===== config.mk =====
export PLATFORM = sky130hd
export DESIGN_NAME = cvs_regs
export DESIGN_NICKNAME = d
export VERILOG_FILES = /design/src/rtl/cvs_pkg.sv /design/src/rtl/cvs_batt_limit.sv /design/src/rtl/cvs_sys_decode.sv /design/src/rtl/cvs_regs.sv
export SDC_FILE = /design/constraint.sdc
export NUM_CORES = 1
export LEC_CHECK = 0
export BUFFER_PORTS_ARGS = -buffer_cell sky130_fd_sc_hd__clkbuf_2
export CAP_MARGIN = 5
export CORE_UTILIZATION = 35
export DETAILED_ROUTE_END_ITERATION = 10
export GPL_ROUTABILITY_DRIVEN = 0
export PLACE_DENSITY = 0.5
export RECOVER_POWER = 25
export SLEW_MARGIN = 10
export SYNTH_ARGS = -nofsm -noshare
export SYNTH_HDL_FRONTEND = slang
export SYNTH_SLANG_ARGS = --single-unit

===== constraint.sdc =====
create_clock -name mclk -period 15.88 [get_ports mclk]
set_input_delay 1.588 -clock mclk [delete_from_list [all_inputs] [get_ports mclk]]
set_output_delay 1.588 -clock mclk [all_outputs]
set_load 0.01 [all_outputs]

===== src/rtl/cvs_pkg.sv =====
// Shared constants and types for the charger voltage setting registers
package cvs_pkg;

  // Register indices as printed; byte address is four times the index
  localparam logic [7:0] BATT_IDX  = 8'h05;
  localparam logic [7:0] SYS_IDX   = 8'h06;
  localparam logic [7:0] BATT_ADDR = 8'(BATT_IDX * 8'h04);
  localparam logic [7:0] SYS_ADDR  = 8'(SYS_IDX * 8'h04);

  localparam logic [7:0] BATT_RESET = 8'h78;
  localparam logic [7:0] SYS_RESET  = 8'h82;

  // Field positions
  localparam int unsigned CODE_LSB = 1;
  localparam int unsigned CODE_MSB = 7;

  // Battery regulation, millivolts (3600, 10, 4650)
  localparam logic [12:0] BATT_BASE_MV = 13'h0e10;
  localparam logic [12:0] BATT_STEP_MV = 13'h000a;
  localparam logic [12:0] BATT_MAX_MV  = 13'h122a;
  localparam logic [6:0]  BATT_MAX_CODE =
    7'((BATT_MAX_MV - BATT_BASE_MV) / BATT_STEP_MV);

  // System output, millivolts (1100, 1200, 1300, 1800)
  localparam logic [11:0] SEL00_C0_MV = 12'h044c;
  localparam logic [11:0] SEL00_C1_MV = 12'h04b0;
  localparam logic [11:0] SEL01_BASE_MV = 12'h0514;
  localparam logic [11:0] SEL11_BASE_MV = 12'h0708;
  localparam logic [11:0] SYS_RESET_MV  = SEL00_C1_MV;
  // Bit weights of the code in the linear ranges (800, 400, 200, 100)
  localparam logic [11:0] W3_MV = 12'h0320;
  localparam logic [11:0] W2_MV = 12'h0190;
  localparam logic [11:0] W1_MV = 12'h00c8;
  localparam logic [11:0] W0_MV = 12'h0064;
  // Table ranges step in twelfths of a volt, except range 00 codes 0 and 1
  localparam logic [5:0]  SEL00_TW_OFS = 6'h0d;
  localparam logic [5:0]  SEL10_TW_OFS = 6'h12;
  localparam logic [15:0] TW_SCALE     = 16'h03e8;
  localparam logic [15:0] TW_ROUND     = 16'h0006;
  localparam logic [15:0] TW_DIV       = 16'h000c;

  localparam logic [1:0] RESP_OKAY   = 2'h0;
  localparam logic [1:0] RESP_SLVERR = 2'h2;

  typedef enum logic [1:0] {
    RANGE_TBL_LOW = 2'b00,
    RANGE_LIN_LOW = 2'b01,
    RANGE_TBL_HI  = 2'b10,
    RANGE_LIN_HI  = 2'b11
  } cvs_range_t;

  typedef struct packed {
    logic       sys_out_enable;
    cvs_range_t out_range_select;
    logic [3:0] out_voltage_code;
  } cvs_sys_ctrl_t;

  localparam cvs_sys_ctrl_t SYS_RESET_CTRL =
    cvs_sys_ctrl_t'(SYS_RESET[CODE_MSB:CODE_LSB]);

  typedef struct packed {
    logic [6:0]    batt_reg_code;
    logic [12:0]   batt_reg_voltage;
    cvs_sys_ctrl_t sys;
    logic [11:0]   out_voltage_mv;
    logic          switch_node_pulldown;
  } cvs_reg_out_t;

  function automatic logic [12:0] batt_code_to_mv(input logic [6:0] code);
    batt_code_to_mv = 13'(BATT_BASE_MV + 13'(code) * BATT_STEP_MV);
  endfunction : batt_code_to_mv

endpackage : cvs_pkg


===== src/rtl/cvs_batt_limit.sv =====
// Battery regulation code limiter and voltage conversion
`timescale 1ns/1ps
module cvs_batt_limit (
  input  wire logic [6:0]  raw_code,
  output logic      [6:0]  lim_code,
  output logic      [12:0] lim_mv
);

  always_comb begin
    lim_code = (raw_code > cvs_pkg::BATT_MAX_CODE) ? cvs_pkg::BATT_MAX_CODE : raw_code;
    lim_mv   = cvs_pkg::batt_code_to_mv(lim_code);
  end

endmodule : cvs_batt_limit


===== src/rtl/cvs_sys_decode.sv =====
// System output range and code to millivolt decoder
`timescale 1ns/1ps
module cvs_sys_decode (
  input  wire cvs_pkg::cvs_sys_ctrl_t ctrl,
  output logic [11:0]                 out_mv
);

  // Table ranges are whole twelfths of a volt, rounded to the millivolt, except range 00 codes 0 and 1
  function automatic logic [11:0] twelfths_mv(input logic [5:0] n);
    logic [15:0] num;
    num = 16'(16'(n) * cvs_pkg::TW_SCALE + cvs_pkg::TW_ROUND);
    twelfths_mv = 12'(num / cvs_pkg::TW_DIV);
  endfunction : twelfths_mv

  function automatic logic [11:0] linear_mv(input logic [11:0] base,
                                            input logic [3:0]  code);
    linear_mv = 12'(base + (code[3] ? cvs_pkg::W3_MV : 12'h0000)
                         + (code[2] ? cvs_pkg::W2_MV : 12'h0000)
                         + (code[1] ? cvs_pkg::W1_MV : 12'h0000)
                         + (code[0] ? cvs_pkg::W0_MV : 12'h0000));
  endfunction : linear_mv

  logic [3:0] code;
  assign code = ctrl.out_voltage_code;

  always_comb begin
    unique case (ctrl.out_range_select)
      cvs_pkg::RANGE_TBL_LOW: begin
        if (code == 4'h0)
          out_mv = cvs_pkg::SEL00_C0_MV;
        else if (code == 4'h1)
          out_mv = cvs_pkg::SEL00_C1_MV;
        else
          out_mv = twelfths_mv(6'(code) + cvs_pkg::SEL00_TW_OFS);
      end
      cvs_pkg::RANGE_LIN_LOW: out_mv = linear_mv(cvs_pkg::SEL01_BASE_MV, code);
      cvs_pkg::RANGE_TBL_HI:  out_mv = twelfths_mv(6'(code) + cvs_pkg::SEL10_TW_OFS);
      cvs_pkg::RANGE_LIN_HI:  out_mv = linear_mv(cvs_pkg::SEL11_BASE_MV, code);
    endcase
  end

endmodule : cvs_sys_decode


===== src/rtl/cvs_regs.sv =====
// Charger voltage setting registers behind an AXI4-Lite slave
`timescale 1ns/1ps
module cvs_regs (
  input  wire logic                mclk,
  input  wire logic                rst,
  input  wire logic [7:0]          s_axi_awaddr,
  input  wire logic                s_axi_awvalid,
  output logic                     s_axi_awready,
  input  wire logic [31:0]         s_axi_wdata,
  input  wire logic [3:0]          s_axi_wstrb,
  input  wire logic                s_axi_wvalid,
  output logic                     s_axi_wready,
  output logic [1:0]               s_axi_bresp,
  output logic                     s_axi_bvalid,
  input  wire logic                s_axi_bready,
  input  wire logic [7:0]          s_axi_araddr,
  input  wire logic                s_axi_arvalid,
  output logic                     s_axi_arready,
  output logic [31:0]              s_axi_rdata,
  output logic [1:0]               s_axi_rresp,
  output logic                     s_axi_rvalid,
  input  wire logic                s_axi_rready,
  output cvs_pkg::cvs_reg_out_t    reg_out
);

  typedef struct packed {
    logic                   aw_full;
    logic [7:0]             aw_addr;
    logic                   w_full;
    logic [7:0]             w_byte;
    logic                   w_lane;
    logic                   bvalid;
    logic [1:0]             bresp;
    logic                   rvalid;
    logic [7:0]             rbyte;
    logic [1:0]             rresp;
    logic [6:0]             batt_code;
    logic [12:0]            batt_mv;
    cvs_pkg::cvs_sys_ctrl_t sys;
    logic [11:0]            sys_mv;
  } cvs_state_t;

  localparam cvs_state_t RST_STATE = '{
    batt_code: cvs_pkg::BATT_RESET[cvs_pkg::CODE_MSB:cvs_pkg::CODE_LSB],
    batt_mv:   cvs_pkg::batt_code_to_mv(
                 cvs_pkg::BATT_RESET[cvs_pkg::CODE_MSB:cvs_pkg::CODE_LSB]),
    sys:       cvs_pkg::SYS_RESET_CTRL,
    sys_mv:    cvs_pkg::SYS_RESET_MV,
    default:   '0
  };

  cvs_state_t q;
  cvs_state_t d;

  logic       aw_hs;
  logic       w_hs;
  logic       ar_hs;
  logic       wr_go;
  logic       wr_batt;
  logic       wr_sys;
  logic [6:0] lim_code;
  logic [12:0] lim_mv;
  logic [11:0] dec_mv;
  cvs_pkg::cvs_sys_ctrl_t w_sys;

  function automatic logic hits(input logic [7:0] addr,
                                input logic [7:0] reg_addr);
    hits = (addr == reg_addr);
  endfunction : hits

  function automatic logic mapped(input logic [7:0] addr);
    mapped = hits(addr, cvs_pkg::BATT_ADDR) || hits(addr, cvs_pkg::SYS_ADDR);
  endfunction : mapped

  // Incoming byte with bit 0 dropped; it is never stored
  assign w_sys = cvs_pkg::cvs_sys_ctrl_t'(q.w_byte[cvs_pkg::CODE_MSB:cvs_pkg::CODE_LSB]);

  // Limiter and decoder look at the pending write byte, so the stored
  // code and its millivolt value change on the same edge
  cvs_batt_limit u_batt_limit (
    .raw_code (q.w_byte[cvs_pkg::CODE_MSB:cvs_pkg::CODE_LSB]),
    .lim_code (lim_code),
    .lim_mv   (lim_mv)
  );

  cvs_sys_decode u_sys_decode (
    .ctrl   (w_sys),
    .out_mv (dec_mv)
  );

  // Address and data are held apart until both have arrived
  assign s_axi_awready = !q.aw_full;
  assign s_axi_wready  = !q.w_full;
  // One read in flight; a stalled rready blocks the next address
  assign s_axi_arready = !q.rvalid;

  assign aw_hs = s_axi_awvalid && s_axi_awready;
  assign w_hs  = s_axi_wvalid && s_axi_wready;
  assign ar_hs = s_axi_arvalid && s_axi_arready;

  assign wr_go   = q.aw_full && q.w_full && !q.bvalid;
  assign wr_batt = wr_go && q.w_lane && hits(q.aw_addr, cvs_pkg::BATT_ADDR);
  assign wr_sys  = wr_go && q.w_lane && hits(q.aw_addr, cvs_pkg::SYS_ADDR);

  always_comb begin
    d = q;

    if (aw_hs) begin
      d.aw_full = 1'b1;
      d.aw_addr = s_axi_awaddr;
    end
    if (w_hs) begin
      d.w_full = 1'b1;
      d.w_byte = s_axi_wdata[7:0];
      d.w_lane = s_axi_wstrb[0];
    end

    if (q.bvalid && s_axi_bready)
      d.bvalid = 1'b0;

    if (wr_go) begin
      d.aw_full = 1'b0;
      d.w_full  = 1'b0;
      d.bvalid  = 1'b1;
      d.bresp   = mapped(q.aw_addr) ? cvs_pkg::RESP_OKAY : cvs_pkg::RESP_SLVERR;
    end

    if (wr_batt) begin
      d.batt_code = lim_code;
      d.batt_mv   = lim_mv;
    end

    if (wr_sys) begin
      d.sys    = w_sys;
      d.sys_mv = dec_mv;
    end

    if (q.rvalid && s_axi_rready)
      d.rvalid = 1'b0;

    if (ar_hs) begin
      d.rvalid = 1'b1;
      d.rresp  = cvs_pkg::RESP_OKAY;
      if (hits(s_axi_araddr, cvs_pkg::BATT_ADDR))
        d.rbyte = {q.batt_code, 1'b0};
      else if (hits(s_axi_araddr, cvs_pkg::SYS_ADDR))
        d.rbyte = {q.sys, 1'b0};
      else begin
        d.rbyte = 8'h00;
        d.rresp = cvs_pkg::RESP_SLVERR;
      end
    end
  end

  always_ff @(posedge mclk) begin
    if (rst)
      q <= RST_STATE;
    else
      q <= d;
  end

  assign s_axi_bvalid = q.bvalid;
  assign s_axi_bresp  = q.bresp;
  assign s_axi_rvalid = q.rvalid;
  assign s_axi_rresp  = q.rresp;
  assign s_axi_rdata  = {24'h00_0000, q.rbyte};

  always_comb begin
    reg_out.batt_reg_code    = q.batt_code;
    reg_out.batt_reg_voltage = q.batt_mv;
    reg_out.sys              = q.sys;
    reg_out.out_voltage_mv   = q.sys_mv;
    reg_out.switch_node_pulldown = !q.sys.sys_out_enable;
  end

  // Checks

  logic [6:0] raw_w;
  assign raw_w = q.w_byte[cvs_pkg::CODE_MSB:cvs_pkg::CODE_LSB];

  logic [3:0] vc;
  assign vc = q.sys.out_voltage_code;
endmodule : cvs_regs


Word level (Yosys, flattened, before mapping)
Index checks and enable logic that the tools add are counted.
{"block": "classes", "n_addsub": 13, "multipliers": 3, "div": 2, "magnitude_cmp": 1, "eq_ne": 8, "mux": 17, "n_reduce_logical": 21}
{"operator": "$pmux W12 S4", "n": 1}
{"operator": "$add A12 B12 Y12", "n": 3}
{"operator": "$add A16 B3 Y16 const B", "n": 2}
{"operator": "$div A16 B4 Y16 const B", "n": 2}
{"operator": "$eq A8 B5 Y1 const B", "n": 4}
{"operator": "$mul A6 B7 Y13 const B", "n": 2}
{"operator": "$add A11 B12 Y12 const A", "n": 2}
{"operator": "$mux W12", "n": 2}
{"operator": "$mux W8", "n": 3}
{"operator": "$mux W7", "n": 2}
{"operator": "$add A12 B11 Y13 const A", "n": 1}
{"operator": "$add A12 B7 Y12", "n": 1}
{"operator": "$add A12 B8 Y12", "n": 1}
{"operator": "$add A12 B9 Y12", "n": 1}
{"operator": "$mux W11", "n": 1}
{"operator": "$logic_and A1 B1 Y1", "n": 10}
{"operator": "$mul A7 B3 Y10 const B", "n": 1}
{"operator": "$mux W10", "n": 1}
{"operator": "$mux W9", "n": 1}
{"operator": "$gt A7 B7 Y1 const B", "n": 1}
{"operator": "$add A4 B5 Y6 const B", "n": 1}
{"operator": "$mux W2", "n": 3}
{"operator": "$add A4 B4 Y5 const B", "n": 1}
{"operator": "$logic_not A1 Y1", "n": 5}
{"operator": "10 further kinds", "n": 13}
{"block": "word_totals", "reg_bits": 72, "in_bits": 59, "out_inout_bits": 81, "word_cells": 81}

Logic depth before layout (Yosys ltp)
Gate-level depths: netlist of run 1.
{"block": "depth", "ltp_word": 7, "depth_mapped": 49, "ltp_nobuf": 43}

Modules after synthesis
Synthesis of run 1 repeated with hierarchy kept, for this count alone.
{"block": "hier_totals", "hier_cells": 1433, "area_unflattened_um2": 10920.5}
{"module": "cvs_sys_decode", "instances": 1, "cells_each": 1018, "area_per_inst_um2": 7223.2, "seq_area_each_um2": 0.0}
{"module": "cvs_regs", "instances": 1, "cells_each": 347, "area_per_inst_um2": 3184.3, "seq_area_each_um2": 1361.3}
{"module": "cvs_batt_limit", "instances": 1, "cells_each": 68, "area_per_inst_um2": 513.0, "seq_area_each_um2": 0.0}

Least setup slack after synthesis of run 1
Ideal clock, no wire load.
{"block": "synth_path", "kind": "register to register", "startpoint": "register q[56] in the netlist's numbering", "endpoint": "register q (netlist bit reg_out[1])", "setup_time_ns": 0.129, "arrival_ns": 11.267, "t_required_ns": 15.751, "slack_ns": 4.484, "path_stages_with_launch": 46, "path_cell_list": "dfxtp_1 -> clkbuf_1 -> clkinv_1 -> ha_1 -> xor2_1 -> xnor2_1 -> inv_1 -> fa_1 -> fa_1 -> inv_1 -> ha_1 -> a211oi_2 -> o21ai_2 -> xnor2_1 -> a211oi_1 -> a211oi_2 -> or2_2 -> ha_1 -> [10 not listed] -> nand3_1 -> a21o_1 -> a211o_1 -> buf_6 -> a2111o_1 -> a21oi_1 -> mux2_2 -> or4_1 -> nor2_1 -> xnor2_1 -> ha_1 -> xnor3_1 -> o211a_1 -> a2111o_1 -> a211oi_1 -> a31oi_1 -> o31ai_1 -> nand3_1"}
{"block": "synth_via", "elab_chain_len": 7, "elab_cells_between_ends": 13, "cone_classes": "4 x add/sub; 2 x mul; 2 x div; 1 x eq/ne; 3 x mux; 1 x reduce/logical"}
{"element": "from (decl)", "line_no": "cvs_regs.sv:52", "source": "cvs_state_t q;"}
{"element": "from (signal assigned)", "line_no": "cvs_regs.sv:157", "source": "q <= RST_STATE;"}
{"element": "from (signal assigned)", "line_no": "cvs_regs.sv:159", "source": "q <= d;"}
{"element": "$add A4 B4 Y5", "line_no": "cvs_sys_decode.sv:34", "source": "out_mv = twelfths_mv(6'(code) + cvs_pkg::SEL00_TW_OFS);"}
{"element": "$mul A6 B7 Y13", "line_no": "cvs_sys_decode.sv:11", "source": "num = 16'(16'(n) * cvs_pkg::TW_SCALE + cvs_pkg::TW_ROUND);"}
{"element": "$add A16 B3 Y16", "line_no": "cvs_sys_decode.sv:11"}
{"element": "$div A16 B4 Y16", "line_no": "cvs_sys_decode.sv:12", "source": "twelfths_mv = 12'(num / cvs_pkg::TW_DIV);"}
{"element": "$mux W12", "line_no": "cvs_sys_decode.sv:31", "source": "else if (code == 4'h1)"}
{"element": "$mux W12", "line_no": "cvs_sys_decode.sv:29", "source": "if (code == 4'h0)"}
{"element": "$pmux W12 S4 (*)", "line_no": "cvs_sys_decode.sv:27", "source": "unique case (ctrl.out_range_select)"}
Every way passes the cells marked *; elsewhere a longest branch is shown, timed or not.
A chain may end at the register's enable or synchronous reset.

Final worst setup path of run 1
{"block": "layout_path", "startpoint": "register q[58] in the netlist's numbering", "endpoint": "register q (netlist bit reg_out[1])"}
Same word-level chain as after synthesis.

==> results of run 1 <==
stage by stage:
step           setup slack, ns  utilization [%]
2_1_floorplan             4.48                -
6_report                  1.86             37.4
3_5_place_dp              1.96             36.5
5_1_grt                  0.802             37.4
3_3_place_gp              1.99             36.5
4_1_cts                   1.89             37.5
worst paths after layout:
path                            cells past startpoint          to  slack, ns  startpoint
worst min register to register                      2  reg_out[4]       0.46  reg_out[4]
worst max register to register                     41  reg_out[1]       1.86       q[58]
worst min-delay path                                2  reg_out[4]       0.46  reg_out[4]
worst max-delay path                               41  reg_out[1]       1.86       q[58]
Yosys cell counts, types with 9 or more instances:
library cell	n
xnor2_1	39
a31oi_1	19
nand4_1	18
clkbuf_1	50
o211ai_1	23
a211oi_1	32
or2_2	13
o21a_1	9
o21ai_0	65
a22oi_1	9
buf_4	77
nand3_1	42
mux2i_1	28
fa_1	22
mux2_2	9
o31ai_1	11
nor2_1	150
nor3_1	39
nand2_1	123
xor2_1	20
and3_1	12
nand3b_1	11
dfxtp_1	65
a21o_1	19
inv_1	83
a211o_1	15
buf_2	10
ha_1	83
o22ai_1	9
and2_1	19
a21oi_1	87
a32oi_1	10
a2111oi_0	11
cell usage in the layout (no fill, tap or decap), drive strengths merged, types with 8 or more instances in the layout:
| cell | netlist | layout |
|---|---|---|
| nand3 | 43 | 43 |
| a221oi | 8 | 8 |
| a31oi | 19 | 19 |
| xnor2 | 39 | 39 |
| ha | 83 | 83 |
| a2111oi | 12 | 12 |
| o21ai | 74 | 74 |
| o211ai | 25 | 25 |
| o31ai | 11 | 11 |
| clkbuf | 50 | 94 |
| and2 | 21 | 21 |
| inv | 83 | 84 |
| conb | 1 | 28 |
| clkinv | 7 | 10 |
| dfxtp | 65 | 65 |
| nand2 | 123 | 123 |
| a32oi | 10 | 10 |
| o22ai | 9 | 9 |
| nor3 | 41 | 41 |
| a211oi | 36 | 36 |
| o21bai | 8 | 8 |
| a211o | 15 | 15 |
| a21oi | 88 | 88 |
| nor2 | 150 | 150 |
| buf | 95 | 13 |
| a311oi | 8 | 8 |
| fa | 22 | 22 |
| o21a | 11 | 11 |
| or2 | 15 | 15 |
| mux2 | 9 | 9 |
| xor2 | 21 | 21 |
| nand4 | 20 | 20 |
| nand3b | 11 | 11 |
| mux2i | 30 | 30 |
| a22oi | 9 | 9 |
| and3 | 12 | 12 |
| nor2b | 8 | 8 |
| a21o | 19 | 19 |
logic make-up after synthesis:
group / synth area share, %
adder cells (fa/ha/maj): 14.0
buffers and inverters: 11.4
other: 0.0353
AO/OA/AOI/OAI: 30.6
AND/OR/NAND/NOR: 22.6
multiplexers: 3.85
XOR/XNOR: 5.23
flip-flops: 12.3
area by class of cell:
cell class / instances / area, µm² / share of cell area, %
multi-input cells: 1168 / 8210 / 73.9
flip-flops and latches: 65 / 1300 / 11.7
repair buffers: 97 / 488 / 4.39
well taps: 390 / 488 / 4.39
inverters: 90 / 338 / 3.04
clock buffers: 10 / 239 / 2.15
clock inverters: 6 / 42.5 / 0.383
worst min-delay path: cells and delay by family (launching register included):
family,cells,cell delay (ns)
AND/OR/NAND/NOR,1,0.05
flip-flops,1,0.31
AO/OA/AOI/OAI,1,0.05
per-layer routing:
layer / routed length, µm / GRT usage [%] / vias to the layer above
met5: 0 / 0 / -
met4: 235 / 2.93 / 0
met3: 1160 / 1.64 / 15
met2: 13900 / 31.9 / 274
met1: 14800 / 27.2 / 4916
li1: - / - / 5193
registers in the layout, summed over array words and instances, names as in the netlist:
name / count
q: 18
vc: 4
s_axi_rdata: 7
s_axi_bresp: 1
reg_out: 32
s_axi_rresp: 1
s_axi_bvalid: 1
s_axi_rvalid: 1
==> impl_metrics.toml, run 1 <==
[clocking]
cts-resized-gates = 0
clk_path_buf_depth = 2
insertion_delay_ns = 0.33
clk_pin_slew_worst_paths_ns = 0.05
cts_made_buffers = 9
cts.repair_timing.setup_buffer_count = 0
cts_sinks = 65
htreeDepth = 3
postCtsHoldBufs = 0
cts_root_buf = "clkbuf_16"
cts_tree = "done"

[finish]
diodes = 0
finalInstanceArea_um2 = 11100
drive_above_1_share_pct = 10.4
final_nets = 1595
instances_no_fill = 1826
area_growth_pct = 4.64
fillers = 3257

[sta]
fin_worst_skew_ns = 0.00717
rsz0062_at_grt = "no"
setup_viol = 0
fin_tns_setup_ns = 0
slew_headroom_pct = -98.2
fmax_mhz = 71.3
worst_slew_pin_slew_ns = 2.97
hold_ws_ns = 0.455
drv_slew = 67
finalHoldViolCount = 0
min_period_ns = 14.02
finalCritPeriodShare_pct = 88.3

[die]
start_util_pct = 35.7
die_area_um2 = 31000
rows = 63
io_pins = 140
core_um2 = 29700
die_w_um = 176
die-height_um = 176

[logic_synthesis]
synth_edf_count = 0
synth_area_leaders = "dfxtp_1 (12%), ha_1 (9.8%), buf_4 (5.4%)"
yosys.area.top_type = "dfxtp_1"
synth_cells = 1441
synth_cell_types = 103
ys_seq_area_share_pct = 12.3
synth_warnings = 0
syn_area_um2 = 10600
synthFlopType = "dfxtp_1"
async_reset_ff_share_pct = 0
ys_seq_elements = 65
synth_top_area_share_pct = 12.3
syn_area_per_cell_um2 = 7.37

[drt]
vias_per_cell = 5.69
drc_errors = 0
via_count = 10400
drt_wl_total_mm = 30.1
wire_per_inst_um = 16.5
ant_nets = 0
drtPass1Iterations = 5
first_iter_violations = 815

[placed_design]
postPlaceCellArea_um2 = 10900
hpwl_mm = 23.2
dp.cells = 1810
io_buffer_count = 83

[grt]
grt_start_max_net_pins = 67
grt_util_all_layers_pct = 19.2
grt_pass1_wl_mm = 49.4
antenna_found_initial = 0
overflow = 0
grt_pass1_vias = 9551

[setup_path]
setup.worst_path.end_class = "flop"
slowest_stage = "a211oi_2"
critPathLaunchType = "flop"
cp.buffers_inverters = 5
worstSetupPathType = "flop to flop"
worstPathArrival_ns = 14.21
path_common_cell = "ha_1"
cpLargestDelayFamily = "compound AO/OA/AOI/OAI gates"
worst-path-max-fanout = 12
worst-endpoint-required_ns = 16.07
slowest_delay_ns = 0.77

[run_status]
violations = "capacitance limit, slew limit"
status = "complete, but fails checks"

[flow_run]
drv_cap = 1

[min_path]
holdCritPathClass = "flop to flop"
Power of run 1 is not shown: default switching activity piles up to over one toggle a cycle in this logic, so the estimate is an artifact.
==> inputs of run 2 (changes only) <==
--- a/config.mk
+++ b/config.mk
@@ -7,6 +7,7 @@
 export LEC_CHECK = 0
 export BUFFER_PORTS_ARGS = -buffer_cell sky130_fd_sc_hd__clkbuf_2
 export CAP_MARGIN = 5
+export CORE_ASPECT_RATIO = 1.4
 export CORE_UTILIZATION = 35
 export DETAILED_ROUTE_END_ITERATION = 10
 export GPL_ROUTABILITY_DRIVEN = 0
==> constraint.sdc (replaced) <==
create_clock -name mclk -period 16.35 [get_ports mclk]
set_input_delay 1.635 -clock mclk [delete_from_list [all_inputs] [get_ports mclk]]
set_output_delay 1.635 -clock mclk [all_outputs]
set_load 0.01 [all_outputs]
==> run 2 against run 1 <==
Effect of this change: global-route usage is 0.99 points higher; wire length is 4.8% higher; count of clock-buffer cells in the layout is 2 higher; maximum frequency is 2.2% higher; worst setup slack better by 0.77 ns; die area hardly changed; largest cell class unchanged; cell area is 0.33% higher; critical path depth stayed put; worst hold slack better by 0.0017 ns; non-clock buffer count is 3 higher; the flow still finishes with violations (capacitance limit, slew limit); utilization is 0.15 points lower.
==> impl_metrics.toml, run 2 (synthesized netlist as in run 1, its figures left out) <==
[clocking]
insertion_delay_ns = 0.33
cts_root_buf = "clkbuf_16"
cts_made_buffers = 9
htreeDepth = 3
cts-resized-gates = 0
clk_path_buf_depth = 2
cts_sinks = 65
clk_pin_slew_worst_paths_ns = 0.06
cts_tree = "done"
cts.repair_timing.setup_buffer_count = 0
postCtsHoldBufs = 0

[setup_path]
worstSetupPathType = "flop to flop"
worstReg2RegStart = "q[58]"
rrSetupSlack_ns = 2.63
slowest_delay_ns = 0.74
setup.worst_path.end_class = "flop"
path_common_cell = "ha_1"
cpLargestDelayFamily = "compound AO/OA/AOI/OAI gates"
worstReg2RegEnd = "reg_out[1]"
worstPathArrival_ns = 13.92
slowest_stage = "xnor2_1"
worst-path-max-fanout = 12
critPathLaunchType = "flop"
reg2regPathDepth = 41
worst-endpoint-required_ns = 16.55
cp.buffers_inverters = 5

[die]
die_w_um = 149
die_area_um2 = 31000
rows = 75
io_pins = 140
die-height_um = 208
start_util_pct = 35.5
core_um2 = 29900

[drt]
wire_per_inst_um = 17.3
drtPass1Iterations = 5
ant_nets = 0
vias_per_cell = 5.73
drt_wl_total_mm = 31.5
first_iter_violations = 668
drc_errors = 0
via_count = 10400

[finish]
area_growth_pct = 4.99
fillers = 3233
diodes = 0
layout_commonest_cell = "nor2_1"
largest_reg_flops = 32
final_nets = 1598
drive_above_1_share_pct = 10.7
instances_no_fill = 1823
most-common-layout-cells = "nor2_1 (150), nand2_1 (123), a21oi_1 (87), inv_1 (83), ha_1 (83)"

[sta]
min_period_ns = 13.72
fin_tns_setup_ns = 0
finalCritPeriodShare_pct = 83.9
setup_viol = 0
worst_slew_pin_slew_ns = 3.05
finalHoldViolCount = 0
fin_worst_skew_ns = 0.00708
slew_headroom_pct = -104
drv_slew = 67
fmax_mhz = 72.9
rsz0062_at_grt = "no"

[min_path]
hp-start = "reg_out[29]"
hold_path_depth = 2
holdCritPathClass = "flop to flop"
min_to = "reg_out[29]"

[grt]
grt_pass1_vias = 10100
antenna_found_initial = 0
overflow = 0
grt_util_all_layers_pct = 20.2
grt_start_max_net_pins = 67
grt_pass1_wl_mm = 51.0

[run_status]
status = "complete, but fails checks"
violations = "capacitance limit, slew limit"

[placed_design]
dp.cells = 1808
hpwl_mm = 24.9
io_buffer_count = 83

[flow_run]
drv_cap = 1
==> run 2: cell types whose count changed in the layout (fill, tap and decap cells not counted), moves of 2 or more <==
cell	previous run	this run
clkbuf_2	60	64
clkinvlp_4	2	0
buf_4	13	16
clkbuf_1	24	21
==> run 2: layout make-up <==
type                    instances  area [µm²]  share of cell area [%]
clock buffers                  12         256                    2.30
clock inverters                 3        40.0                   0.359
inverters                      90         338                    3.03
multi-input cells            1168        8210                    73.7
flip-flops and latches         65        1300                    11.7
well taps                     385         482                    4.32
repair buffers                100         515                    4.63
==> run 2: how the worst max path moves through the flow <==
stage | cells after the start | slack [ns] | endpoint | start
after floorplan | 45 | 4.95 | reg_out[1] | q[56]
after global placement | 41 | 2.82 | reg_out[1] | q[58]
after detailed placement | 41 | 2.73 | reg_out[1] | q[58]
after CTS | 41 | 2.67 | reg_out[1] | q[58]
after global routing | 42 | 1.67 | reg_out[1] | q[58]
final | 41 | 2.63 | reg_out[1] | q[58]
==> run 2: routing by layer <==
layer | global-route usage (%) | vias to the layer above | share of wire (%)
li1 | - | 5192 | -
met3 | 1.38 | 48 | 3.1
met1 | 23.2 | 4954 | 42
met4 | 7.95 | 0 | 3.2
met5 | 0 | - | 0
met2 | 37.9 | 247 | 52
==> run 2: through the flow <==
stage	instance area, µm²	hold slack (ns)	setup WS (ns)	util [%]
finish	11100	0.457	2.63	37.2
global route	11100	0.474	1.67	37.2
global placement	10900	0.443	2.82	36.3
floorplan	10700	0.432	4.95	-
detailed placement	10900	0.456	2.73	36.3
CTS	11200	0.464	2.67	37.3
==> run 2: worst reg2reg max path, delay by kind of cell (launching register included) <==
family,cells,cell delay (ns)
and+or+nand+nor,7,1.99
xor gates and xnor gates,3,1.31
muxes,2,0.82
buffers and inverters,5,1.00
adders and majority gates,7,3.22
DFF,1,0.60
AOI/OAI and AO/OA,17,4.66
Power of run 2 is left out for the same reason.
